File: src/core/bdar_defs.svh
// Purpose: Constants for the button debounce and auto-repeat block
// Assumes: 100 MHz core_clk
// Notes: Debounce time counted in core_clk cycles
`ifndef BDAR_DEFS_SVH
`define BDAR_DEFS_SVH
`define BDAR_CLK_MHZ 100
`define BDAR_DEB_US 10
`define BDAR_DEB_CYC (`BDAR_DEB_US * `BDAR_CLK_MHZ)
`define BDAR_WS_RST 8'h00
`endif

File: src/core/bdar_pkg.sv
// Purpose: Types for the button debounce and auto-repeat block
// Assumes: Nothing
// Notes: One-hot evaluation states
package bdar_pkg;
  typedef enum logic [2:0] {
    BDAR_IDLE = 3'b001,
    BDAR_SETTLE = 3'b010,
    BDAR_DONE = 3'b100
  } bdar_state_t;
endpackage

File: src/core/bdar_settle.sv
// Purpose: Settle timer, checks a pin holds its level for a time
// Assumes: Start pulses only when idle
// Notes: Result pulse reports whether level held throughout
`timescale 1ns/1ps
`include "bdar_defs.svh"
module bdar_settle #(
  parameter int CYCLES = `BDAR_DEB_CYC
) (
  input wire logic core_clk,
  input wire logic rstn,
  input wire logic start,
  input wire logic level,
  output logic done,
  output logic stable
);
  logic [15:0] cnt_r;
  logic busy_r;
  logic ok_r;

  always_ff @(posedge core_clk or negedge rstn) begin
    if (!rstn) begin
      cnt_r <= 16'h0000;
      busy_r <= 1'b0;
      ok_r <= 1'b0;
      done <= 1'b0;
      stable <= 1'b0;
    end else begin
      done <= 1'b0;
      if (start) begin
        busy_r <= 1'b1;
        ok_r <= 1'b1;
        cnt_r <= 16'(CYCLES - 1);
      end else if (busy_r) begin
        if (!level) begin
          ok_r <= 1'b0;
        end
        if (cnt_r == 16'h0000) begin
          busy_r <= 1'b0;
          done <= 1'b1;
          stable <= ok_r & level;
        end else begin
          cnt_r <= cnt_r - 16'h0001;
        end
      end
    end
  end
endmodule // bdar_settle

File: src/core/bdar_top.sv
// Purpose: Button debounce with keyboard-like auto-repeat
// Assumes: Pins synchronous to core_clk; eval is a one-cycle strobe
// Notes: Caller holds the workspace byte and feeds it back
//
// Contract
// - Sample selected pin 0 to 7 on evaluate
// - Pressed level setting picks active pin level
// - Branch state selects pressed or not pressed
// - First match debounces then branches if target
// - Later pressed evaluations increment workspace
// - Delay match branches, clears; then rate match
// - Delay and rate are byte evaluation counts
// - Evaluate only on request; caller loops
`timescale 1ns/1ps
`include "bdar_defs.svh"
module bdar_top #(
  parameter int PINS = 8,
  parameter int DEB_CYCLES = `BDAR_DEB_CYC
) (
  input wire logic core_clk,
  input wire logic rstn,
  input wire logic [PINS-1:0] pins,
  input wire logic [2:0] pin_sel,
  input wire logic down_level,
  input wire logic target_state,
  input wire logic [7:0] delay_cnt,
  input wire logic [7:0] rate_cnt,
  input wire logic [7:0] ws_in,
  input wire logic eval,
  output logic busy,
  output logic done,
  output logic branch,
  output logic [7:0] ws_out
);
  import bdar_pkg::*;

  bdar_state_t state_r;
  logic pressed;
  logic settle_done;
  logic settle_ok;
  logic settle_go;
  logic repeat_r;
  logic held_r;
  logic hit_r;
  logic [7:0] ws_r;
  logic tgt_r;
  logic [2:0] sel_r;
  logic lvl_r;
  logic [7:0] dly_r;
  logic [7:0] rate_r;
  logic [7:0] ws_inc;
  logic [7:0] thr;

  assign pressed = (pins[sel_r] == lvl_r);
  assign busy = (state_r != BDAR_IDLE);
  assign settle_go = (state_r == BDAR_IDLE) && eval
    && (pins[pin_sel] == down_level) && (ws_in == `BDAR_WS_RST)
    && !repeat_r && !held_r;
  assign ws_inc = ws_r + 8'h01;
  assign thr = repeat_r ? rate_r : dly_r;

  bdar_settle #(.CYCLES(DEB_CYCLES)) u_settle (
    .core_clk(core_clk),
    .rstn(rstn),
    .start(settle_go),
    .level(pressed),
    .done(settle_done),
    .stable(settle_ok)
  );

  // Evaluation sequencer
  always_ff @(posedge core_clk or negedge rstn) begin
    if (!rstn) begin
      state_r <= BDAR_IDLE;
      done <= 1'b0;
      branch <= 1'b0;
      ws_out <= `BDAR_WS_RST;
      ws_r <= `BDAR_WS_RST;
      repeat_r <= 1'b0;
      held_r <= 1'b0;
      hit_r <= 1'b0;
      tgt_r <= 1'b0;
      sel_r <= 3'h0;
      lvl_r <= 1'b0;
      dly_r <= 8'h00;
      rate_r <= 8'h00;
    end else begin
      done <= 1'b0;
      branch <= 1'b0;
      unique case (state_r)
        BDAR_IDLE: begin
          if (eval) begin
            sel_r <= pin_sel;
            hit_r <= (pins[pin_sel] == down_level);
            lvl_r <= down_level;
            tgt_r <= target_state;
            dly_r <= delay_cnt;
            rate_r <= rate_cnt;
            ws_r <= ws_in;
            state_r <= settle_go ? BDAR_SETTLE : BDAR_DONE;
          end
        end
        BDAR_SETTLE: begin
          if (settle_done) begin
            done <= 1'b1;
            branch <= settle_ok ? tgt_r : ~tgt_r;
            held_r <= settle_ok;
            ws_out <= `BDAR_WS_RST;
            state_r <= BDAR_IDLE;
          end
        end
        BDAR_DONE: begin
          done <= 1'b1;
          state_r <= BDAR_IDLE;
          if (!hit_r) begin
            repeat_r <= 1'b0;
            held_r <= 1'b0;
            branch <= ~tgt_r;
            ws_out <= `BDAR_WS_RST;
          end else if (ws_inc == thr) begin
            branch <= tgt_r;
            repeat_r <= 1'b1;
            ws_out <= `BDAR_WS_RST;
          end else begin
            ws_out <= ws_inc;
          end
        end
      endcase
    end
  end

  property p_done_pulse;
    @(posedge core_clk) disable iff (!rstn)
      done |=> !done;
  endproperty
  a_done_pulse: assert property (p_done_pulse)
    else $error("done longer than one cycle");

  property p_branch_with_done;
    @(posedge core_clk) disable iff (!rstn)
      branch |-> done;
  endproperty
  a_branch_with_done: assert property (p_branch_with_done)
    else $error("branch without done");

  property p_eval_answers;
    @(posedge core_clk) disable iff (!rstn)
      (eval && !busy && !settle_go) |=> ##1 done;
  endproperty
  a_eval_answers: assert property (p_eval_answers)
    else $error("evaluation not answered");

  property p_no_eval_no_done;
    @(posedge core_clk) disable iff (!rstn)
      (!busy && !eval) |=> !done;
  endproperty
  a_no_eval_no_done: assert property (p_no_eval_no_done)
    else $error("done without request");

  property p_incr;
    @(posedge core_clk) disable iff (!rstn)
      (state_r == BDAR_DONE && hit_r && ws_inc != thr)
        |=> (ws_out == $past(ws_r) + 8'h01) && !branch;
  endproperty
  a_incr: assert property (p_incr)
    else $error("workspace not incremented");

  property p_thr_branch;
    @(posedge core_clk) disable iff (!rstn)
      (state_r == BDAR_DONE && hit_r && ws_inc == thr)
        |=> ws_out == 8'h00 && branch == $past(tgt_r);
  endproperty
  a_thr_branch: assert property (p_thr_branch)
    else $error("threshold branch wrong");

  property p_release;
    @(posedge core_clk) disable iff (!rstn)
      (state_r == BDAR_DONE && !hit_r)
        |=> branch == !$past(tgt_r) && ws_out == 8'h00;
  endproperty
  a_release: assert property (p_release)
    else $error("release branch wrong");

  property p_settle_branch;
    @(posedge core_clk) disable iff (!rstn)
      (state_r == BDAR_SETTLE && settle_done && settle_ok)
        |=> branch == $past(tgt_r);
  endproperty
  a_settle_branch: assert property (p_settle_branch)
    else $error("debounced press branch wrong");

  property p_settle_bounce;
    @(posedge core_clk) disable iff (!rstn)
      (state_r == BDAR_SETTLE && settle_done && !settle_ok)
        |=> branch == !$past(tgt_r) && ws_out == 8'h00;
  endproperty
  a_settle_bounce: assert property (p_settle_bounce)
    else $error("bounced press branch wrong");

  property p_settle_done;
    @(posedge core_clk) disable iff (!rstn)
      (state_r == BDAR_SETTLE && settle_done) |=> done && !busy;
  endproperty
  a_settle_done: assert property (p_settle_done)
    else $error("debounce end not answered");

  property p_one_sample;
    @(posedge core_clk) disable iff (!rstn)
      (eval && !busy && (pins[pin_sel] == down_level)) |=> hit_r;
  endproperty
  a_one_sample: assert property (p_one_sample)
    else $error("pressed pin not sampled");

  property p_hold_skip;
    @(posedge core_clk) disable iff (!rstn)
      (eval && !busy && held_r) |=> state_r == BDAR_DONE;
  endproperty
  a_hold_skip: assert property (p_hold_skip)
    else $error("held press debounced again");

  c_first: cover property (@(posedge core_clk) settle_go);
  c_repeat: cover property (@(posedge core_clk)
    state_r == BDAR_DONE && repeat_r && hit_r && ws_inc == thr);
  c_delay: cover property (@(posedge core_clk)
    state_r == BDAR_DONE && !repeat_r && hit_r && ws_inc == thr);
  c_held_incr: cover property (@(posedge core_clk)
    state_r == BDAR_DONE && held_r && !repeat_r && hit_r);
endmodule // bdar_top

File: config.mk
export PLATFORM = sky130hd
export DESIGN_NAME = bdar_top
export DESIGN_NICKNAME = d
export VERILOG_FILES = /design/src/core/bdar_pkg.sv /design/src/core/bdar_settle.sv /design/src/core/bdar_top.sv
export VERILOG_INCLUDE_DIRS = /design/src /design/src/core
export SDC_FILE = /design/constraint.sdc
export NUM_CORES = 1
export LEC_CHECK = 0
export ABC_AREA = 1
export ABC_CLOCK_PERIOD_IN_PS = 2100
export BUFFER_PORTS_ARGS = -buffer_cell sky130_fd_sc_hd__buf_2
export CAP_MARGIN = 20
export CELL_PAD_IN_SITES_DETAIL_PLACEMENT = 0
export CELL_PAD_IN_SITES_GLOBAL_PLACEMENT = 1
export CORE_MARGIN = 4
export CORE_UTILIZATION = 41
export CTS_CLUSTER_DIAMETER = 150
export DETAILED_ROUTE_END_ITERATION = 10
export GPL_ROUTABILITY_DRIVEN = 0
export GPL_TIMING_DRIVEN = 0
export PLACE_DENSITY = 0.76
export SETUP_SLACK_MARGIN = 0.2
export SYNTH_ARGS = -nofsm -noshare
export SYNTH_HDL_FRONTEND = slang
export SYNTH_SLANG_ARGS = --single-unit
File: constraint.sdc
create_clock -name core_clk -period 2.1 [get_ports core_clk]
set_input_delay 0.42 -clock core_clk [delete_from_list [all_inputs] [get_ports core_clk]]
set_output_delay 0.42 -clock core_clk [all_outputs]
set_load 0.03 [all_outputs]
==> out/summary.md, run 1 <==
The final number of max-transition violations was 0. For the pin with the worst max-slew slack, the measured transition is 830 ps. Measured along the y axis, the die boundary spans 99.6 um.

The total leakage power was 0.00221 uW; the post-detailed-route DRC marker count was 0. The worst register-to-register path ends at u_settle.cnt_r[15]$_DFFE_PN0P_. The DRC violation total after the first TritonRoute iteration was 62. The number of fill cells in the layout was 869. Library cell used as clock root buffer: clkbuf_8.

The overall die area was 0.00993 mm^2. The startpoint identified for the worst register-to-register timing path is u_settle.cnt_r[0]$_DFFE_PN0P_. The final hold violation count is 0. The number of cells on the worst reg-to-reg path is 11.

The non-filler instance count after layout was 656. For this design the ratio of total power to cell area is 1250 mW/mm^2. The tools report the internal power component as 3120 uW.

The share of total power dissipated in the clock network is 23.4%. The worst-path cell with the longest stage delay was dfstp_2. The floorplan step defined a core boundary enclosing 0.00818 mm^2.

The number of buffers and inverters on the critical path is 2. The synthesized netlist contains 27 unique library cells. The synthesized design spends more area on one cell type than any other, namely dfrtp_1. In this run the worst path has a maximum fanout of 3.

The run gives 0 as the total of max-cap violations. The flow ran to the end, and the final reports show no timing, DRC or antenna violations. For the final database, setup skew stands at 10.5 ps. The sequential group share of total power was 38.5%; the total negative slack was 0 ps.

The instance count after placement with tap cells included came out at 636. The worst setup path is captured at an output port. The total overflow left after global routing is 0. The category of cells accounting for the largest share of critical-path delay is flip-flops. The clock insertion delay at the later pin of the skew report is 340 ps, and the post-synthesis instance area is 0.00344 mm^2.

A synthesized cell averages 7.16 um^2. Compared with the post-synthesis result, the final layout area differs by 20.3%. For this run, the number of Yosys warnings is 0. At the worst endpoint, the required time is 1680 ps. For this configuration, the core starts out at a cell density of 42.1%. At the worst endpoint, the arrival time is 1330 ps. The total of flip-flops plus latches after synthesis is 65, and the level count of the clock H-tree is 3. The number of buffers created by CTS was 9; the via count of the first global-routing pass was 3144.

The setup check on the worst reg-to-reg path leaves a slack of 370 ps. The placed wire-length estimate after detailed placement was 6.30 mm; the top-level I/O count was 51. STA classifies the critical path startpoint as a register. For this run, the slowest stage of the critical path takes 540 ps. Setup repair after global routing could not meet its margin everywhere.

The aggregate global-route resource usage is 18.5%, and the largest buffer count on any clock path is 2. The tools report the total number of vias as 3140. The tools report the number of antenna violations at the first check in global routing as 0. Counting every instance in the synthesized netlist gives 481. By area the synthesized netlist is led by dfrtp_1, nand2_1, inv_1. The fraction of final layout cells sized beyond drive strength 1 was 17.8%. The antenna diode count is 0. The detailed-route wire length is 8.38 mm, and the share of the clock period used by the worst path is 83.2%. Buffers placed on the I/O ports in this run total 50. The tools report the count of antenna-violating nets left after detailed routing as 0.

The maximum VDD drop came out at 567 uV. TritonCTS built the clock tree. Clock tree synthesis found a total of 65 sinks. After detailed routing, the average wire length per cell comes to 12.8 um.

In this run the power spent charging and discharging nets is 2070 uW. Using the TritonRoute via totals, the vias-per-cell ratio works out to 4.79. The category of the critical setup timing path was register to output port. The total nets after synthesis is 523. The clock slew seen by the registers of the worst setup and hold paths is 70 ps, and the share of the synthesized area in the top cell type is 46.5%. Worst min-delay path class: input port to asynchronous set/reset pin.

Remaining max-slew budget at the tightest pin: 44.7%. The critical path goes through inv_1 > nor2_1 > nand2_1 > buf_2. The pre-antenna-repair detailed-routing pass consisted of 6 iterations. Setup violations remaining at the end of the flow were counted as 0. In this run switching power makes up 39.8% of total power.

The fraction of the yosys area taken by sequential cells was 47.3%. The fraction of power consumed by combinational cells came out at 38.1%. Entering global routing, the biggest net connects 66 pins. The run gives 572 MHz as the fmax. The first global-routing pass estimated 14.6 mm of wire. The die is 99.6 um wide.

Row generation in the floorplan step produced 33 rows. At the end of the flow, the number of nets in the layout was 588. The minimum clock period is 1750 ps.
==> per-layer routing <==
metal	up-vias	global-route usage, %	wire [um]
met1	1442	21.9	3520
met3	17	3.23	318
met4	0	7.35	206
li1	1633	-	-
met5	-	0	0
met2	48	33.0	4340
==> flip-flops by register name (all words and copies together), names as in the netlist, 3 cells and up <==
register,cells
ws_out,8
u_settle.cnt_r,16
sel_r,3
ws_r,8
state_r,3
rate_r,8
dly_r,8
==> per-stage QoR <==
step	setup WS [ps]	hold slack, ps	area [um^2]	util (%)	total power (uW)
2_1_floorplan	418	124	3440	-	3370
3_3_place_gp	194	451	3820	46.8	3890
3_5_place_dp	206	453	3830	46.8	3930
4_1_cts	209	209	4060	49.6	5170
5_1_grt	182	248	4140	50.7	5680
6_report	352	182	4140	50.7	5190
==> how the worst max path moves through the flow <==
| stage | start | end | slack [ps] | cells past startpoint |
|---|---|---|---|---|
| 4_1_cts | ws_r[0]$_DFFE_PN0N_ | repeat_r$_DFFE_PN0P_ | 210 | 12 |
| 3_3_place_gp | u_settle.cnt_r[0]$_DFFE_PN0P_ | u_settle.cnt_r[14]$_DFFE_PN0P_ | 190 | 11 |
| 2_1_floorplan | state_r[0]$_DFFE_PN1P_ | ws_r[2]$_DFFE_PN0N_ | 420 | 8 |
| 5_1_grt | ws_r[0]$_DFFE_PN0N_ | repeat_r$_DFFE_PN0P_ | 180 | 13 |
| 3_5_place_dp | u_settle.cnt_r[0]$_DFFE_PN0P_ | u_settle.cnt_r[14]$_DFFE_PN0P_ | 210 | 11 |
| 6_report | state_r[0]$_DFFE_PN1P_ | busy | 350 | 4 |
==> power by group through the flow <==
| stage | Clock, uW | Sequential (uW) | Combinational [uW] |
|---|---|---|---|
| after global routing | 1300 | 2070 | 2310 |
| final | 1220 | 2000 | 1980 |
| after detailed placement | 0 | 2010 | 1920 |
| after CTS | 1250 | 1980 | 1930 |
| after floorplan | 0 | 2060 | 1310 |
| after global placement | 0 | 2000 | 1890 |
==> cells in the mapped netlist, drive strengths merged <==
master	count
a21oi	1
buf	5
clkbuf	4
dfrtp	64
dfstp	1
ha	2
inv	65
nand2	184
nand3	48
nand3b	1
nand4	2
nor2	47
nor3	8
nor4	2
o211ai	3
o21ai	39
o21bai	1
or2	1
xnor2	2
xor2	1
==> repair_timing <==
action                                  4_1_cts  5_1_grt
endpoints found under the setup margin        1       27
gates resized for setup                       1       24
pin swaps                                     0        3
buffers inserted                              0        4
hold buffers                                  0        0
==> layout make-up <==
type	count	area, um^2	share of cell area, %
Timing Repair Buffer	54	283	6.83
Clock inverter	2	60.1	1.45
Buffer	9	62.6	1.51
Multi-Input combinational cell	342	1570	37.9
Sequential cell	65	1630	39.4
Tap cell	105	131	3.17
Clock buffer	14	163	3.93
Inverter	65	244	5.89
==> logic make-up after synthesis <==
logic type | share of synthesized area (%)
AO/OA/AOI/OAI | 6.69
adder cells (fa/ha/maj) | 0.727
buffers and inverters | 8.72
flip-flops | 47.3
AND/OR/NAND/NOR | 35.8
XOR/XNOR | 0.763
==> cell usage in the layout (no fill, tap or decap) <==
cell type	Yosys	routed
nand2_1	183	180
inv_1	65	62
dfrtp_1	64	62
buf_2	4	52
nand3_1	48	46
nor2_1	43	38
o21ai_0	39	36
clkbuf_8	1	12
nor3_1	7	6
clkbuf_1	3	6
nor2_2	1	5
buf_4	0	5
nand2_2	1	4
nor2_4	3	4
inv_2	0	3
o21ai_1	0	3
o211ai_1	3	3
nand3_2	0	2
xnor2_1	2	2
buf_6	1	2
nor3_2	1	2
nor4_1	2	2
bufinv_16	0	2
dfrtp_2	0	2
nand4_1	1	1
o21bai_1	1	1
or2_1	1	1
nand3b_1	1	1
nand4_4	1	1
xor2_1	1	1
a21oi_1	1	1
ha_1	2	1
ha_4	0	1
dfstp_2	1	1
Power figures use the tool's default switching activity.
==> run 2, diff against run 1 <==
--- a/config.mk
+++ b/config.mk
@@ -7,7 +7,7 @@
 export NUM_CORES = 1
 export LEC_CHECK = 0
 export ABC_AREA = 1
-export ABC_CLOCK_PERIOD_IN_PS = 2100
+export ABC_CLOCK_PERIOD_IN_PS = 1650
 export BUFFER_PORTS_ARGS = -buffer_cell sky130_fd_sc_hd__buf_2
 export CAP_MARGIN = 20
 export CELL_PAD_IN_SITES_DETAIL_PLACEMENT = 0
==> constraint.sdc (replaced) <==
create_clock -name core_clk -period 1.65 [get_ports core_clk]
set_input_delay 0.33 -clock core_clk [delete_from_list [all_inputs] [get_ports core_clk]]
set_output_delay 0.33 -clock core_clk [all_outputs]
set_load 0.03 [all_outputs]
==> out/summary.md, run 2 (same netlist as run 1, synthesis figures left out) <==
The flow ran to the end, but the final reports show violations. The final reports fail on setup timing. The overall die area was 0.00993 mm^2 (unchanged); the width of the die was 99.6 um (unchanged). DRC violation total after the first TritonRoute iteration: 122 (+97%). The run gives 51 (unchanged) as the top-level I/O count. The run gives 77.3 ps (-104 ps) as the final worst hold slack.

Worst reg2reg path endpoint: ws_out[3]$_DFFE_PN0P_. Vertical die dimension: 99.6 um (unchanged). Minimum clock period: 1690 ps.

The tools report the final net count as 612 (+4.1%). The placed wire-length estimate after detailed placement came out at 6.22 mm (-1.2%). Post-detailed-route DRC marker count: 0 (unchanged).

The met1 demand-to-capacity share in global routing came out at 23.4% (+1.5 points). In the finished design, the share of the clock period the worst path needs comes to 102%. The tightest min-delay check is of the input port to asynchronous set/reset pin type.

The number of iterations in the first detailed-routing pass was 4 (-2); the post-cts hold buffer count was 0 (unchanged). The tools report the library cell used as clock root buffer as clkbuf_8. The post-layout worst setup margin was -40.7 ps (-393 ps); the number of cells on the worst reg-to-reg path was 10 (-1). For the largest buffer count on any clock path, the log shows 2 (unchanged). The number of vias per cell was 4.88 (+1.9%). The total of max-cap violations was 0 (unchanged); the number of antenna violations at the first check in global routing was 0 (unchanged). The final cell utilization of the core was 60.9% (+10 points); the final hold violation count was 0 (unchanged). The via count of the first global-routing pass is 3273 (+4.1%). Relative to the synthesized area, the layout overhead comes to 44.6%. The number of flip-flops in the largest register works out to 16 (unchanged). The power per standard cell area was 1540 mW/mm^2 (+23%); the transition at the pin with the smallest max-transition slack was 845 ps (+15.0 ps).

The sequential standard cell area is 0.00163 mm^2 (about the same). The global-route wire length before repair is 15.5 mm (+6.2%), and the largest clock skew in the final design is 9.85 ps (-0.690 ps). TritonCTS built the clock tree.

Total negative slack: -208 ps (-208 ps). Timing would allow up to 591 MHz. The run gives 0.00252 uW (+14%) as the total leakage power.

The type of destination of the critical path was a register. The TritonCTS sink count was 65 (unchanged). The maximum VDD drop was 615 uV (+8.4%); the routing usage on met2 was 36.2% (+3.2 points). The residual overflow from global routing is 0 (unchanged), and the total number of vias is 3316 (+5.6%).

The run gives 9.56 mm (+14%) as the detailed-route wire length. The arrival time at the worst endpoint is 1920 ps (+590 ps), and the maximum number of pins on one net before global-route repair is 66 (unchanged). The level count of the clock H-tree is 3 (unchanged), and the maximum fanout along the worst path is 8 (+5). The register-to-register path setup slack came out at -40 ps (-410 ps).

The number of I/O port buffers was 50 (unchanged); the post-detailed-route wirelength per cell was 14.1 um (+10%). The logs give 0.00818 mm^2 (unchanged) for the core area and 19.8% (+1.4 points) for the aggregate global-route resource usage. The clock slew seen by the registers of the worst setup and hold paths came out at 80 ps (about the same). By startpoint and endpoint, the worst setup path is classified as register to register. The count of antenna-violating nets left after detailed routing was 0 (unchanged); the antenna diode count was 0 (unchanged). STA classifies the critical path startpoint as a register. The starting density of the core was 42.1% (unchanged); the area used by multi-input combinational logic was 0.00206 mm^2 (+31%).

Setup repair after global routing could not meet its margin everywhere. Remaining max-slew budget at the tightest pin: 43.7% (-1.0 points). The tools report the number of buffers created by CTS as 9 (unchanged). The layer with the highest usage is met2. The tools report the met3 global-route usage as 3.16% (-0.070 points). The startpoint identified for the worst register-to-register timing path is ws_r[0]$_DFFE_PN0N_. The run gives 680 (+3.7%) as the non-filler instance count after layout.

The most common library cell in the layout ignoring fill and taps is nand2_1. In the layout the commonest cells are nand2_1, dfrtp_1, inv_1. The tools report the site row count as 33 (unchanged). The number of fill cells in the layout is 763 (-12%). The register name with the most flops was u_settle.cnt_r.

The clock insertion delay at the later pin of the skew report is 350 ps (about the same), and the fraction of final layout cells sized beyond drive strength 1 is 40.3% (+23 points). The instance count after placement with tap cells included was 636 (unchanged); the required time reported for the critical path endpoint was 1880 ps (+200 ps). The final count of negative-setup-slack endpoints was 10 (+10); the final number of max-transition violations was 0 (unchanged).
run 2: worst max-delay path by stage:
stage                                  start                              to  slack, ps
2_1_floorplan  u_settle.cnt_r[0]$_DFFE_PN0P_  u_settle.cnt_r[14]$_DFFE_PN0P_        110
3_3_place_gp             ws_r[0]$_DFFE_PN0N_           ws_out[0]$_DFFE_PN0P_       -200
3_5_place_dp             ws_r[0]$_DFFE_PN0N_           ws_out[3]$_DFFE_PN0P_       -210
4_1_cts                  ws_r[1]$_DFFE_PN0N_            repeat_r$_DFFE_PN0P_        -50
5_1_grt        u_settle.cnt_r[0]$_DFFE_PN0P_  u_settle.cnt_r[12]$_DFFE_PN0P_       -150
6_report                 ws_r[0]$_DFFE_PN0N_           ws_out[3]$_DFFE_PN0P_        -40
run 2: critical path, stage by stage (launching register included):
cell     delay (ps)
dfrtp_1         420
ha_4            190
nand2_4          70
nor2_4          160
nand2_2          90
nand4_1          80
nand2_1          60
nor2_2          150
nand3_4         120
nand2_4         150
o21ai_1          80
run 2: metal layers:
metal | vias up | routed length (um)
li1 | 1686 | -
met1 | 1569 | 3960
met2 | 47 | 5150
met3 | 14 | 300
met4 | 0 | 153
met5 | - | 0
run 2: what timing repair did:
| action | in CTS | in global routing |
|---|---|---|
| pin swaps | 24 | 42 |
| setup endpoints to repair | 66 | 66 |
| cloned | 5 | 1 |
| resized for setup | 123 | 66 |
| setup buffers | 16 | 6 |
run 2: stage by stage:
stage	power [uW]	area (um^2)	setup WS, ps
2_1_floorplan	4390	3520	114
5_1_grt	8270	4980	-149
3_3_place_gp	5060	3900	-198
6_report	7690	4980	-40.7
4_1_cts	7350	4690	-49.0
3_5_place_dp	5100	3900	-211
run 2: final cells by class:
type                       instances  area share, %
clock buffer                      10           2.76
inverter                          65           5.20
multi-input combinational        343           41.3
clock inverter                     6           1.33
tap                              105           2.64
buffer                             9           2.89
sequential                        65           32.8
timing repair buffer              77           11.1
run 2: power breakdown:
group / total [uW] / switching, uW / internal [uW]
clock network: 1420 / 677 / 741
registers: 2610 / 458 / 2150
logic: 3660 / 2160 / 1490
total: 7690 / 3300 / 4390
